==> config.mk <==
export PLATFORM = sky130hd
export DESIGN_NAME = bdl_exec
export DESIGN_NICKNAME = d
export VERILOG_FILES = /design/src/hw/bdl_pkg.sv /design/src/hw/bdl_agen.sv /design/src/hw/bdl_exec.sv
export SDC_FILE = /design/constraint.sdc
export NUM_CORES = 1
export LEC_CHECK = 0
export BUFFER_PORTS_ARGS = -buffer_cell sky130_fd_sc_hd__buf_2
export CAP_MARGIN = 40
export CORE_ASPECT_RATIO = 2
export CORE_MARGIN = 5
export CORE_UTILIZATION = 50
export CTS_BUF_LIST = sky130_fd_sc_hd__clkbuf_8 sky130_fd_sc_hd__clkbuf_16
export DETAILED_ROUTE_END_ITERATION = 7
export GPL_TIMING_DRIVEN = 1
export PLACE_DENSITY = 0.76
export SYNTH_ARGS = -nofsm -noshare
export SYNTH_HDL_FRONTEND = slang
export SYNTH_SLANG_ARGS = --single-unit
==> constraint.sdc <==
create_clock -name hclk -period 5.5 [get_ports hclk]
set_input_delay 0.55 -clock hclk [delete_from_list [all_inputs] [get_ports hclk]]
set_output_delay 0.55 -clock hclk [all_outputs]
set_load 0.01 [all_outputs]
==> src/hw/bdl_pkg.sv <==
// package: constants and types for the byte and dual load execute block
package bdl_pkg;

  // ---------------------------------------------------------------
  // register map and fields
  // ---------------------------------------------------------------
  localparam logic [7:0] BDL_OFF_CTRL = 8'h00;
  localparam logic [7:0] BDL_OFF_STATUS = 8'h04;
  localparam logic [7:0] BDL_OFF_COUNT = 8'h08;
  localparam int BDL_CTRL_EN_BIT = 0;
  localparam int BDL_CTRL_SKIP_BIT = 1;
  localparam int BDL_STAT_BUSY_BIT = 0;
  localparam int BDL_STAT_UNPRED_BIT = 1;
  localparam int BDL_STAT_RES_LSB = 4;
  localparam logic BDL_CTRL_EN_RST = 1'h1;
  localparam logic BDL_CTRL_SKIP_RST = 1'h0;
  localparam logic BDL_HREADY_RST = 1'h1;

  // ---------------------------------------------------------------
  // encodings and register numbers
  // ---------------------------------------------------------------
  localparam logic [6:0] BDL_ENC_BREG_T1 = 7'h2e;
  localparam logic [11:0] BDL_ENC_BYTE_W = 12'hf81;
  localparam logic [5:0] BDL_ENC_BREG_W = 6'h00;
  localparam logic [3:0] BDL_ENC_BUNPRIV = 4'he;
  localparam logic [6:0] BDL_ENC_DUAL_HI = 7'h74;
  localparam logic [3:0] BDL_REG_SP = 4'hd;
  localparam logic [3:0] BDL_REG_PC = 4'hf;
  localparam logic [31:0] BDL_WORD_STEP = 32'h0000_0004;

  // ---------------------------------------------------------------
  // types
  // ---------------------------------------------------------------
  typedef enum logic [2:0] {
    BDL_IDLE = 3'b000,
    BDL_OPER = 3'b001,
    BDL_MEM1 = 3'b010,
    BDL_MEM2 = 3'b011,
    BDL_WB = 3'b100
  } bdl_fsm_t;

  typedef enum logic [2:0] {
    BDL_OP_NONE = 3'b000,
    BDL_OP_BYTE_REG = 3'b001,
    BDL_OP_BYTE_UNPRIV = 3'b010,
    BDL_OP_DUAL_IMM = 3'b011,
    BDL_OP_DUAL_LIT = 3'b100
  } bdl_op_t;

  typedef enum logic [2:0] {
    BDL_RES_OK = 3'b000,
    BDL_RES_CFAIL = 3'b001,
    BDL_RES_UNPRED = 3'b010,
    BDL_RES_HAND_BLIT = 3'b011,
    BDL_RES_HAND_DUAL = 3'b100,
    BDL_RES_FOREIGN = 3'b101
  } bdl_res_t;

  typedef struct packed {
    logic [31:0] instr;
    logic wide;
    logic cond_pass;
    logic priv;
    logic [31:0] pc;
  } bdl_iss_t;

  typedef struct packed {
    logic req;
    logic [31:0] addr;
    logic word;
    logic unpriv;
  } bdl_mem_req_t;

  typedef struct packed {
    logic en;
    logic [3:0] idx;
    logic [31:0] data;
  } bdl_wr_t;

  typedef struct packed {
    bdl_op_t op;
    bdl_res_t res;
    logic exec;
    logic unpred;
    logic [3:0] first_destination;
    logic [3:0] second_destination;
    logic [3:0] base_register;
    logic [3:0] offset_register;
    logic [1:0] shift;
    logic [9:0] imm;
    logic add;
    logic index;
    logic wback;
  } bdl_dec_t;

  typedef struct packed {
    bdl_fsm_t fsm;
    bdl_op_t op;
    logic [3:0] first_destination;
    logic [3:0] second_destination;
    logic [3:0] base_register;
    logic [1:0] shift;
    logic [9:0] imm;
    logic add;
    logic index;
    logic wback;
    logic priv;
    logic [31:0] pc;
    logic [31:0] offs_addr;
    logic [3:0] rd_a;
    logic [3:0] rd_b;
    logic en;
    logic skip;
    logic sticky;
    logic [15:0] count;
    bdl_res_t last_res;
    logic iss_ready;
    bdl_mem_req_t mem;
    bdl_wr_t wr;
    logic done;
    bdl_res_t result;
    logic hreadyout;
    logic [31:0] hrdata;
    logic hresp;
    logic ph_write;
    logic ph_rd;
    logic [7:0] ph_addr;
  } bdl_state_t;

endpackage

==> src/hw/bdl_agen.sv <==
// address generator: offset address and access address
`timescale 1ns/1ps
`default_nettype none

module bdl_agen #(
  parameter int W = 32
) (
  input wire logic [W-1:0] base,
  input wire logic [W-1:0] offset,
  input wire logic add,
  input wire logic index,
  output logic [W-1:0] offs_addr,
  output logic [W-1:0] addr
);

  // ---------------------------------------------------------------
  // add or subtract, then pick pre- or post-index address
  // ---------------------------------------------------------------
  assign offs_addr = add ? base + offset : base - offset;
  assign addr = index ? offs_addr : base;

endmodule // bdl_agen

`default_nettype wire

==> src/hw/bdl_exec.sv <==
// byte load and two-word load decode and execute unit with ahb-lite regs
//
// Functional notes
// - register offset shifted 0-3, byte zero-extended
// - short encoding always uses shift zero
// - unprivileged byte load uses unprivileged rights
// - unprivileged: base plus eight_bit_offset, no writeback
// - unprivileged form, base all ones: hand off
// - dual: index, add, writeback flags; imm times four
// - dual with index and write clear: hand off
// - dual unpredictable register combinations flagged
// - dual loads two words, optional writeback
// - dual with base all ones is pc-relative
// - pc-relative dual needs word-aligned pc
// - pc-relative dual uses raw pc, write unpredictable
// - failed condition changes no state
// - long byte form: bad destination/offset registers
//
// Added by the designer: the placing of the registers and the AHB-Lite register port.
`timescale 1ns/1ps
`default_nettype none

module bdl_exec (
  input wire logic hclk,
  input wire logic hresetn,
  input wire logic hsel,
  input wire logic [31:0] haddr,
  input wire logic [1:0] htrans,
  input wire logic hwrite,
  input wire logic [2:0] hsize,
  input wire logic [31:0] hwdata,
  input wire logic hready,
  output logic hreadyout,
  output logic [31:0] hrdata,
  output logic hresp,
  input wire logic iss_valid,
  input wire bdl_pkg::bdl_iss_t iss,
  output logic iss_ready,
  output logic [3:0] rf_raddr_a,
  output logic [3:0] rf_raddr_b,
  input wire logic [31:0] rf_rdata_a,
  input wire logic [31:0] rf_rdata_b,
  output bdl_pkg::bdl_mem_req_t mem,
  input wire logic mem_ack,
  input wire logic [31:0] mem_rdata,
  output bdl_pkg::bdl_wr_t wr,
  output logic done,
  output bdl_pkg::bdl_res_t result
);

  bdl_pkg::bdl_state_t st_r;
  bdl_pkg::bdl_state_t st_nxt;
  bdl_pkg::bdl_dec_t dec;
  logic [15:0] hw1;
  logic [15:0] hw2;
  logic accept;
  logic is_dual;
  logic bad_pair;
  logic [31:0] ag_base;
  logic [31:0] ag_off;
  logic [31:0] ag_offs;
  logic [31:0] ag_addr;
  logic [31:0] rd_val;

  assign hw1 = iss.instr[31:16];
  assign hw2 = iss.instr[15:0];
  assign accept = iss_valid && st_r.iss_ready;
  assign is_dual = st_r.op == bdl_pkg::BDL_OP_DUAL_IMM
                || st_r.op == bdl_pkg::BDL_OP_DUAL_LIT;
  assign bad_pair = hw2[15:12] == bdl_pkg::BDL_REG_SP
                 || hw2[15:12] == bdl_pkg::BDL_REG_PC
                 || hw2[11:8] == bdl_pkg::BDL_REG_SP
                 || hw2[11:8] == bdl_pkg::BDL_REG_PC
                 || hw2[15:12] == hw2[11:8];

  // ---------------------------------------------------------------
  // instruction decode
  // ---------------------------------------------------------------
  // decode straight off the issue port; captured only on accept
  always_comb
  begin
    dec = '0;
    dec.op = bdl_pkg::BDL_OP_NONE;
    dec.res = bdl_pkg::BDL_RES_FOREIGN;
    dec.add = 1'h1;
    dec.index = 1'h1;
    if (!iss.wide)
    begin
      if (hw2[15:9] == bdl_pkg::BDL_ENC_BREG_T1)
      begin
        dec.op = bdl_pkg::BDL_OP_BYTE_REG;
        dec.offset_register = {1'h0, hw2[8:6]};
        dec.base_register = {1'h0, hw2[5:3]};
        dec.first_destination = {1'h0, hw2[2:0]};
        dec.shift = 2'h0;
      end
    end
    else if (hw1[15:4] == bdl_pkg::BDL_ENC_BYTE_W)
    begin
      dec.base_register = hw1[3:0];
      dec.first_destination = hw2[15:12];
      if (hw1[3:0] == bdl_pkg::BDL_REG_PC)
        dec.res = bdl_pkg::BDL_RES_HAND_BLIT;
      else if (hw2[11:6] == bdl_pkg::BDL_ENC_BREG_W)
      begin
        // destination pc here is a preload hint, not ours
        if (hw2[15:12] != bdl_pkg::BDL_REG_PC)
          dec.op = bdl_pkg::BDL_OP_BYTE_REG;
        dec.offset_register = hw2[3:0];
        dec.shift = hw2[5:4];
        dec.unpred = hw2[15:12] == bdl_pkg::BDL_REG_SP
                  || hw2[3:0] == bdl_pkg::BDL_REG_SP
                  || hw2[3:0] == bdl_pkg::BDL_REG_PC;
      end
      else if (hw2[11:8] == bdl_pkg::BDL_ENC_BUNPRIV)
      begin
        dec.op = bdl_pkg::BDL_OP_BYTE_UNPRIV;
        dec.imm = {2'h0, hw2[7:0]};
        dec.unpred = hw2[15:12] == bdl_pkg::BDL_REG_SP
                  || hw2[15:12] == bdl_pkg::BDL_REG_PC;
      end
    end
    else if (hw1[15:9] == bdl_pkg::BDL_ENC_DUAL_HI && hw1[6] && hw1[4])
    begin
      dec.base_register = hw1[3:0];
      dec.first_destination = hw2[15:12];
      dec.second_destination = hw2[11:8];
      dec.imm = {hw2[7:0], 2'h0};
      dec.index = hw1[8];
      dec.add = hw1[7];
      dec.wback = hw1[5];
      if (!hw1[8] && !hw1[5])
        dec.res = bdl_pkg::BDL_RES_HAND_DUAL;
      else if (hw1[3:0] == bdl_pkg::BDL_REG_PC)
      begin
        // the pc is never written back, even when asked for
        dec.op = bdl_pkg::BDL_OP_DUAL_LIT;
        dec.index = 1'h1;
        dec.wback = 1'h0;
        dec.unpred = bad_pair || hw1[5]
                  || iss.pc[1:0] != 2'h0;
      end
      else
      begin
        dec.op = bdl_pkg::BDL_OP_DUAL_IMM;
        dec.unpred = bad_pair || (hw1[5]
                  && (hw1[3:0] == hw2[15:12]
                  || hw1[3:0] == hw2[11:8]));
      end
    end
    if (dec.op != bdl_pkg::BDL_OP_NONE)
    begin
      if (!iss.cond_pass)
        dec.res = bdl_pkg::BDL_RES_CFAIL;
      else if (dec.unpred && st_r.skip)
        dec.res = bdl_pkg::BDL_RES_UNPRED;
      else
        dec.res = bdl_pkg::BDL_RES_OK;
      dec.exec = iss.cond_pass && !(dec.unpred && st_r.skip);
    end
  end

  // ---------------------------------------------------------------
  // address generation
  // ---------------------------------------------------------------
  // literal form takes the pc as issued, not word-aligned
  assign ag_base = st_r.op == bdl_pkg::BDL_OP_DUAL_LIT ? st_r.pc
                                                       : rf_rdata_a;
  assign ag_off = st_r.op == bdl_pkg::BDL_OP_BYTE_REG
                ? rf_rdata_b << st_r.shift
                : {22'h0, st_r.imm};

  bdl_agen #(
    .W(32)
  ) u_agen (
    .base(ag_base),
    .offset(ag_off),
    .add(st_r.add),
    .index(st_r.index),
    .offs_addr(ag_offs),
    .addr(ag_addr)
  );

  // register read mux for the bus; unmapped offsets read zero
  always_comb
  begin
    rd_val = 32'h0000_0000;
    case (st_r.ph_addr)
      bdl_pkg::BDL_OFF_CTRL:
      begin
        rd_val[bdl_pkg::BDL_CTRL_EN_BIT] = st_r.en;
        rd_val[bdl_pkg::BDL_CTRL_SKIP_BIT] = st_r.skip;
      end
      bdl_pkg::BDL_OFF_STATUS:
      begin
        rd_val[bdl_pkg::BDL_STAT_BUSY_BIT] = st_r.fsm != bdl_pkg::BDL_IDLE;
        rd_val[bdl_pkg::BDL_STAT_UNPRED_BIT] = st_r.sticky;
        rd_val[bdl_pkg::BDL_STAT_RES_LSB +: 3] = st_r.last_res;
      end
      bdl_pkg::BDL_OFF_COUNT: rd_val = {16'h0000, st_r.count};
      default: rd_val = 32'h0000_0000;
    endcase
  end

  // ---------------------------------------------------------------
  // next state: bus slave and execute sequence
  // ---------------------------------------------------------------
  always_comb
  begin
    st_nxt = st_r;
    st_nxt.done = 1'h0;
    st_nxt.wr.en = 1'h0;
    // write data phase; status bit is write-one-to-clear
    if (st_r.ph_write)
    begin
      if (st_r.ph_addr == bdl_pkg::BDL_OFF_CTRL)
      begin
        st_nxt.en = hwdata[bdl_pkg::BDL_CTRL_EN_BIT];
        st_nxt.skip = hwdata[bdl_pkg::BDL_CTRL_SKIP_BIT];
      end
      if (st_r.ph_addr == bdl_pkg::BDL_OFF_STATUS
          && hwdata[bdl_pkg::BDL_STAT_UNPRED_BIT])
        st_nxt.sticky = 1'h0;
    end
    // reads take one wait state so a write just before is seen
    if (st_r.ph_rd)
    begin
      st_nxt.hrdata = rd_val;
      st_nxt.hreadyout = 1'h1;
      st_nxt.ph_rd = 1'h0;
    end
    st_nxt.ph_write = 1'h0;
    if (hsel && hready && htrans[1])
    begin
      st_nxt.ph_addr = haddr[7:0];
      st_nxt.ph_write = hwrite;
      if (!hwrite)
      begin
        st_nxt.ph_rd = 1'h1;
        st_nxt.hreadyout = 1'h0;
      end
    end
    case (st_r.fsm)
      bdl_pkg::BDL_IDLE:
      begin
        if (accept)
        begin
          st_nxt.op = dec.op;
          st_nxt.first_destination = dec.first_destination;
          st_nxt.second_destination = dec.second_destination;
          st_nxt.base_register = dec.base_register;
          st_nxt.shift = dec.shift;
          st_nxt.imm = dec.imm;
          st_nxt.add = dec.add;
          st_nxt.index = dec.index;
          st_nxt.wback = dec.wback;
          st_nxt.priv = iss.priv;
          st_nxt.pc = iss.pc;
          st_nxt.rd_a = dec.base_register;
          st_nxt.rd_b = dec.offset_register;
          // set after any clear above, so a new event is never lost;
          // a preload or foreign encoding never marks the flag
          if (dec.unpred && iss.cond_pass && dec.op != bdl_pkg::BDL_OP_NONE)
            st_nxt.sticky = 1'h1;
          if (dec.exec)
            st_nxt.fsm = bdl_pkg::BDL_OPER;
          else
          begin
            st_nxt.done = 1'h1;
            st_nxt.result = dec.res;
            st_nxt.last_res = dec.res;
          end
        end
      end
      bdl_pkg::BDL_OPER:
      begin
        st_nxt.mem.req = 1'h1;
        st_nxt.mem.addr = ag_addr;
        st_nxt.mem.word = is_dual;
        st_nxt.mem.unpriv = st_r.op == bdl_pkg::BDL_OP_BYTE_UNPRIV
                         || !st_r.priv;
        st_nxt.offs_addr = ag_offs;
        st_nxt.fsm = bdl_pkg::BDL_MEM1;
      end
      bdl_pkg::BDL_MEM1:
      begin
        if (mem_ack)
        begin
          st_nxt.wr.en = 1'h1;
          st_nxt.wr.idx = st_r.first_destination;
          st_nxt.wr.data = is_dual ? mem_rdata
                                   : {24'h00_0000, mem_rdata[7:0]};
          st_nxt.mem.req = is_dual;
          st_nxt.mem.addr = st_r.mem.addr + bdl_pkg::BDL_WORD_STEP;
          st_nxt.fsm = is_dual ? bdl_pkg::BDL_MEM2 : bdl_pkg::BDL_IDLE;
        end
      end
      bdl_pkg::BDL_MEM2:
      begin
        if (mem_ack)
        begin
          st_nxt.wr.en = 1'h1;
          st_nxt.wr.idx = st_r.second_destination;
          st_nxt.wr.data = mem_rdata;
          st_nxt.mem.req = 1'h0;
          st_nxt.fsm = st_r.wback ? bdl_pkg::BDL_WB : bdl_pkg::BDL_IDLE;
        end
      end
      bdl_pkg::BDL_WB:
      begin
        st_nxt.wr.en = 1'h1;
        st_nxt.wr.idx = st_r.base_register;
        st_nxt.wr.data = st_r.offs_addr;
        st_nxt.fsm = bdl_pkg::BDL_IDLE;
      end
      default: st_nxt.fsm = bdl_pkg::BDL_IDLE;
    endcase
    // completion of an executed load
    if (st_r.fsm != bdl_pkg::BDL_IDLE && st_nxt.fsm == bdl_pkg::BDL_IDLE)
    begin
      st_nxt.done = 1'h1;
      st_nxt.result = bdl_pkg::BDL_RES_OK;
      st_nxt.last_res = bdl_pkg::BDL_RES_OK;
      st_nxt.count = st_r.count + 16'h0001;
    end
    st_nxt.iss_ready = st_nxt.fsm == bdl_pkg::BDL_IDLE && st_nxt.en;
  end

  // state register
  always_ff @(posedge hclk or negedge hresetn)
  begin
    if (!hresetn)
    begin
      st_r <= '0;
      st_r.en <= bdl_pkg::BDL_CTRL_EN_RST;
      st_r.skip <= bdl_pkg::BDL_CTRL_SKIP_RST;
      st_r.iss_ready <= bdl_pkg::BDL_CTRL_EN_RST;
      st_r.hreadyout <= bdl_pkg::BDL_HREADY_RST;
    end
    else
      st_r <= st_nxt;
  end

  // outputs, all straight from the state register
  assign hreadyout = st_r.hreadyout;
  assign hrdata = st_r.hrdata;
  assign hresp = st_r.hresp;
  assign iss_ready = st_r.iss_ready;
  assign rf_raddr_a = st_r.rd_a;
  assign rf_raddr_b = st_r.rd_b;
  assign mem = st_r.mem;
  assign wr = st_r.wr;
  assign done = st_r.done;
  assign result = st_r.result;
endmodule // bdl_exec

`default_nettype wire

Yosys cells after proc, flatten, opt, wreduce, memory -nomap -nowiden

Index checks and enable logic that the tools add are counted.

$add $sub $neg: 4
Equal/unequal tests: 28
Shift-type cells: 1
Multiplexer cells: 84
Reductions and logical operators: 48

Operators by type and width:

| kind                                                             | number |
|---|---|
| 32-bit 2-to-1 mux                                                | 5 |
| 37-bit case mux with 3 select lines                              | 1 |
| 37-bit 2-to-1 mux                                                | 2 |
| 33-bit 2-to-1 mux                                                | 2 |
| 66-bit 2-to-1 mux                                                | 1 |
| 32-bit case mux with 2 select lines                              | 1 |
| 3-bit 2-to-1 mux                                                 | 18 |
| 13-bit 2-to-1 mux                                                | 3 |
| 4-bit 2-to-1 mux                                                 | 9 |
| 32-bit by 3-bit adder with 32-bit output (second input constant) | 1 |
| 32-bit adder                                                     | 1 |
| 4-bit equality test (second input constant)                      | 8 |
| 32-bit by 2-bit left shift with 32-bit output                    | 1 |
| 32-bit subtractor                                                | 1 |
| 10-bit 2-to-1 mux                                                | 3 |
| 6-bit 2-to-1 mux                                                 | 4 |
| 9-bit 2-to-1 mux                                                 | 2 |
| 1-bit 2-to-1 mux                                                 | 17 |
| 16-bit by 1-bit adder with 16-bit output (second input constant) | 1 |
| 16-bit 2-to-1 mux                                                | 1 |
| 2-bit 2-to-1 mux                                                 | 8 |
| 8-bit 2-to-1 mux                                                 | 2 |
| 1-bit logical AND                                                | 14 |
| 12-bit equality test (second input constant)                     | 1 |
| other kinds (25)                                                 | 58 |

Register bits after elaboration: 244
Bits of input ports: 239
Output and inout port bits: 119
Word-level logic and storage cells: 199

Longest topological paths before layout

Depth in word-level cells: 23
Mapped depth: 26

Hierarchy

From an unflattened synthesis, not the netlist that was laid out.

Cell total of the unflattened synthesis: 1700
Area, all modules: 15606.2 sq um

By module, submodules not included:

| module   | times used | cells each | area each (sq um) | seq. area each (sq um) |
|---|---|---|---|---|
| bdl_exec | 1          | 1278       | 12588.3           | 5709.2 |
| bdl_agen | 1          | 422        | 3017.9            | 0.0 |

Worst setup path before layout

Ideal clock, no wire load.

Kind: register to register
Start: register st_r[229] (netlist bit)
End: register st_r[181] (netlist bit)
Library setup time: 0.135 ns
Arrival: 5.057 ns
Path slack: 0.307 ns
Cell stages (with the launch flop): 25
Buffers on the path: 5
Cells stage by stage: dfrtp_1 -> buf_6 -> buf_6 -> buf_2 -> clkbuf_1 -> buf_1 -> mux2i_1 -> nor3_1 -> a21oi_1 -> ha_1 -> and2_1 -> and4_1 -> nand2b_1 -> mux2i_1 -> a222oi_1 -> ha_1 -> and3_1 -> and2_1 -> a221o_1 -> a41oi_1 -> o21ai_1 -> a221oi_2 -> a211oi_1 -> xnor2_1 -> o21ai_0

Cells in the longest elaborated chain, start to end: 4

Ends and longest elaborated chain:

| item                                              | RTL line        | RTL |
|---|---|---|
| start, declared                                   | bdl_exec.sv:51  | `bdl_pkg::bdl_state_t st_r;` |
| start signal, assigned                            | bdl_exec.sv:341 | `st_r <= st_nxt;` |
| 32-bit by 2-bit left shift with 32-bit output *   | bdl_exec.sv:170 | `? rf_rdata_b << st_r.shift` |
| 32-bit 2-to-1 mux *                               | bdl_exec.sv:170 |  |
| 32-bit subtractor or 32-bit adder (tied branches) | bdl_agen.sv:19  | `assign offs_addr = add ? base + offset : base - offset;` |
| 32-bit 2-to-1 mux *                               | bdl_agen.sv:19  |  |

Every way passes the cells marked *; elsewhere a longest branch is shown, timed or not.
A chain may end at the register's enable or synchronous reset.

Worst setup path in the final report

Start: register st_r[245] (netlist bit)
End: register st_r, in the netlist mem[24]

Cells in the longest elaborated chain, start to end: 6

Ends and longest elaborated chain:

| item                                                                                  | RTL line                         | RTL |
|---|---|---|
| 3-bit equality test or 3-bit by 1-bit equality test with 1-bit output (tied branches) | bdl_exec.sv:167, bdl_exec.sv:169 |  |
| 32-bit 2-to-1 mux, on equally long branches                                           | bdl_exec.sv:167, bdl_exec.sv:170 |  |
| 32-bit subtractor or 32-bit adder (tied branches)                                     | bdl_agen.sv:19                   |  |
| 32-bit 2-to-1 mux                                                                     | bdl_agen.sv:19                   |  |
| 32-bit 2-to-1 mux *                                                                   | bdl_agen.sv:20                   | `assign addr = index ? offs_addr : base;` |
| 32-bit case mux with 2 select lines *                                                 | bdl_exec.sv:243                  | `case (st_r.fsm)` |

Marked as above.

==> impl_metrics.tcl <==
set metrics [dict create \
    yosysUniqueCellTypes 92 \
    fillers 2757 \
    die_width_um 133 \
    clkPwrFrac_pct 36.1 \
    clockBufferDepth 3 \
    worstPathCellList "or3b_1, or4_1, nand2_1, inv_1, ha_1, and2_1, and4_1, nand2b_1, mux2i_1, a222oi_1, ha_1, and3_1, and2_1, a221o_1, a41oi_1, buf_4, o21ai_1, buf_4, or2_2, o211ai_1, o221a_2" \
    share_comb_of_total_power_pct 18.3 \
    hold_class "primary input to async pin" \
    ant_nets 0 \
    swShare_pct 30.5 \
    htreeDepth 1 \
    rsz0062_at_grt "no" \
    clock_latency_ns 0.54 \
    areaGrowthSynthToFinish_pct 11.2 \
    yosys-top-cells-area "dfrtp_1 37%, nand2_1 6.1%, buf_4 5.7%" \
    cp.required_ns 5.98 \
    drv_slew 0 \
    synth_seq_cells 228 \
    boundaryPins 358 \
    yosysMostFrequentCell "nand2_1" \
    whs_ns -0.0108 \
    fin_setup_tns_ns 0 \
    cpMaxStageDelayCell "a222oi_1" \
    grt_max_degree 139 \
    viasPerCell 5.95 \
    max_freq_ghz 0.195 \
    synth_top_area_share_pct 36.9 \
    finalWirelength_um 47100 \
    first_pass_iters 7 \
    cts_buffers 23 \
    vias 13444 \
    place_inst 2214 \
    worst_pin_slew_ns 0.929 \
    fin_crit_sh_pct 93.0 \
    cts-hold-fix-buffers 0 \
    cellInternalPower_mw 3.16 \
    yosysWarnings 0 \
    postSynthAreaPerCell_sq_um 8.81 \
    fin_crit_ns 5.12 \
    synth_area_leader_cell "dfrtp_1" \
    clock_skew_ns 0.0189 \
    final-setup-viol-count 0 \
    cts_tree "done" \
    start_kind "flip-flop" \
    antenna_found_initial 10 \
    dieArea_sq_mm 0.0343 \
    synth_commonest_cells "247 x nand2_1, 225 x dfrtp_1, 116 x buf_4" \
    worstPathMaxFanout 5 \
    cts_resized 0 \
    arrival_ns 5.59 \
    rows 90 \
    finalNetCount 2145 \
    maxCapViolations 0 \
    post-cts-setup-buffer-count 0 \
    grt_usage_pct 26.6 \
    grt_pass1_vias 13752 \
    finalHoldViolCount 3 \
    netlist_instances 1731 \
    powerDensity_mw_per_mm2 268 \
    total_leakage_power_nw 8.16 \
    switching_power_mw 1.39 \
    violations "hold timing" \
    coreArea_sq_mm 0.0302 \
    cts-root-buf "clkbuf_16" \
    routabilityCongestion 0.984 \
    grt-ovfl-total 0 \
    relSlewSlack_pct 38.0 \
    port-buffer-count 282 \
    finalPower_mw 4.54 \
    fp.dieH_um 257 \
    cpLargestDelayFamily "simple AND/OR/NAND/NOR gates" \
    synth_edf_count 0 \
    start_util_pct 50.5 \
    fin_cells 2260 \
    endpoint_kind "flip-flop" \
    drcViolationCount 0 \
    seq_area_frac_synth_pct 37.5 \
    drt_iter0_markers 1011 \
    crit_buf_inv 3 \
    critPathMaxStageDelay_ns 0.41 \
    critical_path_class "flip-flop to flip-flop" \
    outcome "complete, but fails checks" \
    syn_area_sq_mm 0.0152 \
    synthArstFlopShare_pct 100 \
    place_hpwl_um 37200 \
    grt_pass1_wl_um 73600 \
    seq_power_share_pct 45.5 \
    wl_per_cell_um 20.8 \
    synth-main-ff-cell "dfrtp_1" \
    cts_sinks 228 \
    clkSlewWorstSetupHoldPaths_ns 0.07 \
    peakVddDrop_uv 256 \
    drive_gt1_share_pct 24.3 \
]
==> metrics by stage <==
step / area [sq um] / setup slack [ns] / utilization [%]
after floorplan: 15300 / 0.307 / -
after CTS: 16900 / 0.404 / 56.1
after global placement: 16100 / 0.479 / 53.5
final: 17000 / 0.384 / 56.2
after detailed placement: 16200 / 0.377 / 53.5
after global routing: 17000 / 0.101 / 56.2
==> worst paths after layout <==
kind / slack [ns] / endpoint / cells after the start / from
min in group hclk: 0.19 / st_r[214]$_DFFE_PN0P_ / 3 / iss[31]
hold reg to reg: 0.46 / mem[0]$_DFFE_PN0P_ / 1 / st_r[215]$_DFFE_PN0P_
max in group asynchronous: 4.29 / st_r[201]$_DFFE_PN0P_ / 2 / hresetn
setup reg to reg: 0.38 / mem[24]$_DFFE_PN0P_ / 21 / st_r[245]$_DFFE_PN0P_
setup / recovery: 0.38 / mem[24]$_DFFE_PN0P_ / 21 / st_r[245]$_DFFE_PN0P_
hold / removal: -0.01 / st_r[239]$_DFFE_PN0P_ / 1 / hresetn
==> per-layer routing <==
layer  up-vias  share of wire [%]  GRT usage, %
li1       6345                  -             -
met1      6473                 35          27.1
met2       484                 53          50.4
met3       136                5.9          4.75
met4         6                6.1          14.5
met5         -              0.096             0
==> placed cells by master (no fill, tap or decap), types with 19 or more instances in the layout <==
cell type / synthesis / final
a21o_1: 27 / 27
a21oi_1: 95 / 95
a222oi_1: 25 / 25
a22o_1: 24 / 24
and3_1: 20 / 19
buf_2: 12 / 281
buf_4: 116 / 30
clkbuf_16: 0 / 23
dfrtp_1: 225 / 223
ha_1: 34 / 34
inv_1: 63 / 63
mux2_2: 52 / 52
mux2i_1: 47 / 47
nand2_1: 247 / 247
nand2b_1: 19 / 19
nand3_1: 50 / 49
nor2_1: 113 / 112
nor3_1: 26 / 26
o21ai_0: 106 / 106
o22ai_1: 20 / 20
xnor2_1: 52 / 52
xor2_1: 20 / 20
==> power groups by stage <==
stage | clock network, mW | logic (mW) | registers [mW]
after floorplan | 0 | 0.615 | 2.02
after detailed placement | 0 | 0.825 | 2.09
after CTS | 1.68 | 0.831 | 2.06
after global routing | 1.75 | 0.919 | 2.09
after global placement | 0 | 0.805 | 2.08
final | 1.64 | 0.831 | 2.07
==> flip-flops by register name (all words and copies together) (netlist names) <==
register,count
rf_raddr_a,4
rf_raddr_b,4
result,3
st_r,126
done,1
wr,37
hrdata,16
iss_ready,1
mem,35
hreadyout,1
==> layout make-up <==
cell class,count,area [sq um],area share [%]
multi-input cells,1241,8060,47.5
flip-flops and latches,228,5710,33.7
repair buffers,314,1690,9.95
clock buffers,26,617,3.64
well taps,368,460,2.72
inverters,63,236,1.39
clock inverters,15,171,1.01
diodes,5,12.5,0.0738
==> worst register-to-register path, delay by kind of cell (launching register included) <==
kind,cells,cell delay [ns]
adders and majority gates,2,0.55
DFF,1,0.40
muxes,1,0.08
AOI/OAI and AO/OA,6,1.42
buffers and inverters,3,0.41
and+or+nand+nor,9,2.19
==> cells by family (layout without fill, tap and decap cells) <==
logic type | Yosys count | after routing | share of synthesized area [%]
and+or+nand+nor | 567 | 567 | 17.3
DFF | 228 | 228 | 37.5
muxes | 109 | 109 | 8.28
adders and majority gates | 35 | 35 | 2.92
xor gates and xnor gates | 73 | 73 | 4.24
buffers and inverters | 278 | 418 | 10.2
other | 1 | 22 | 0.0246
AOI/OAI and AO/OA | 440 | 440 | 19.6
No activity file was read; power rests on OpenSTA's default activity.
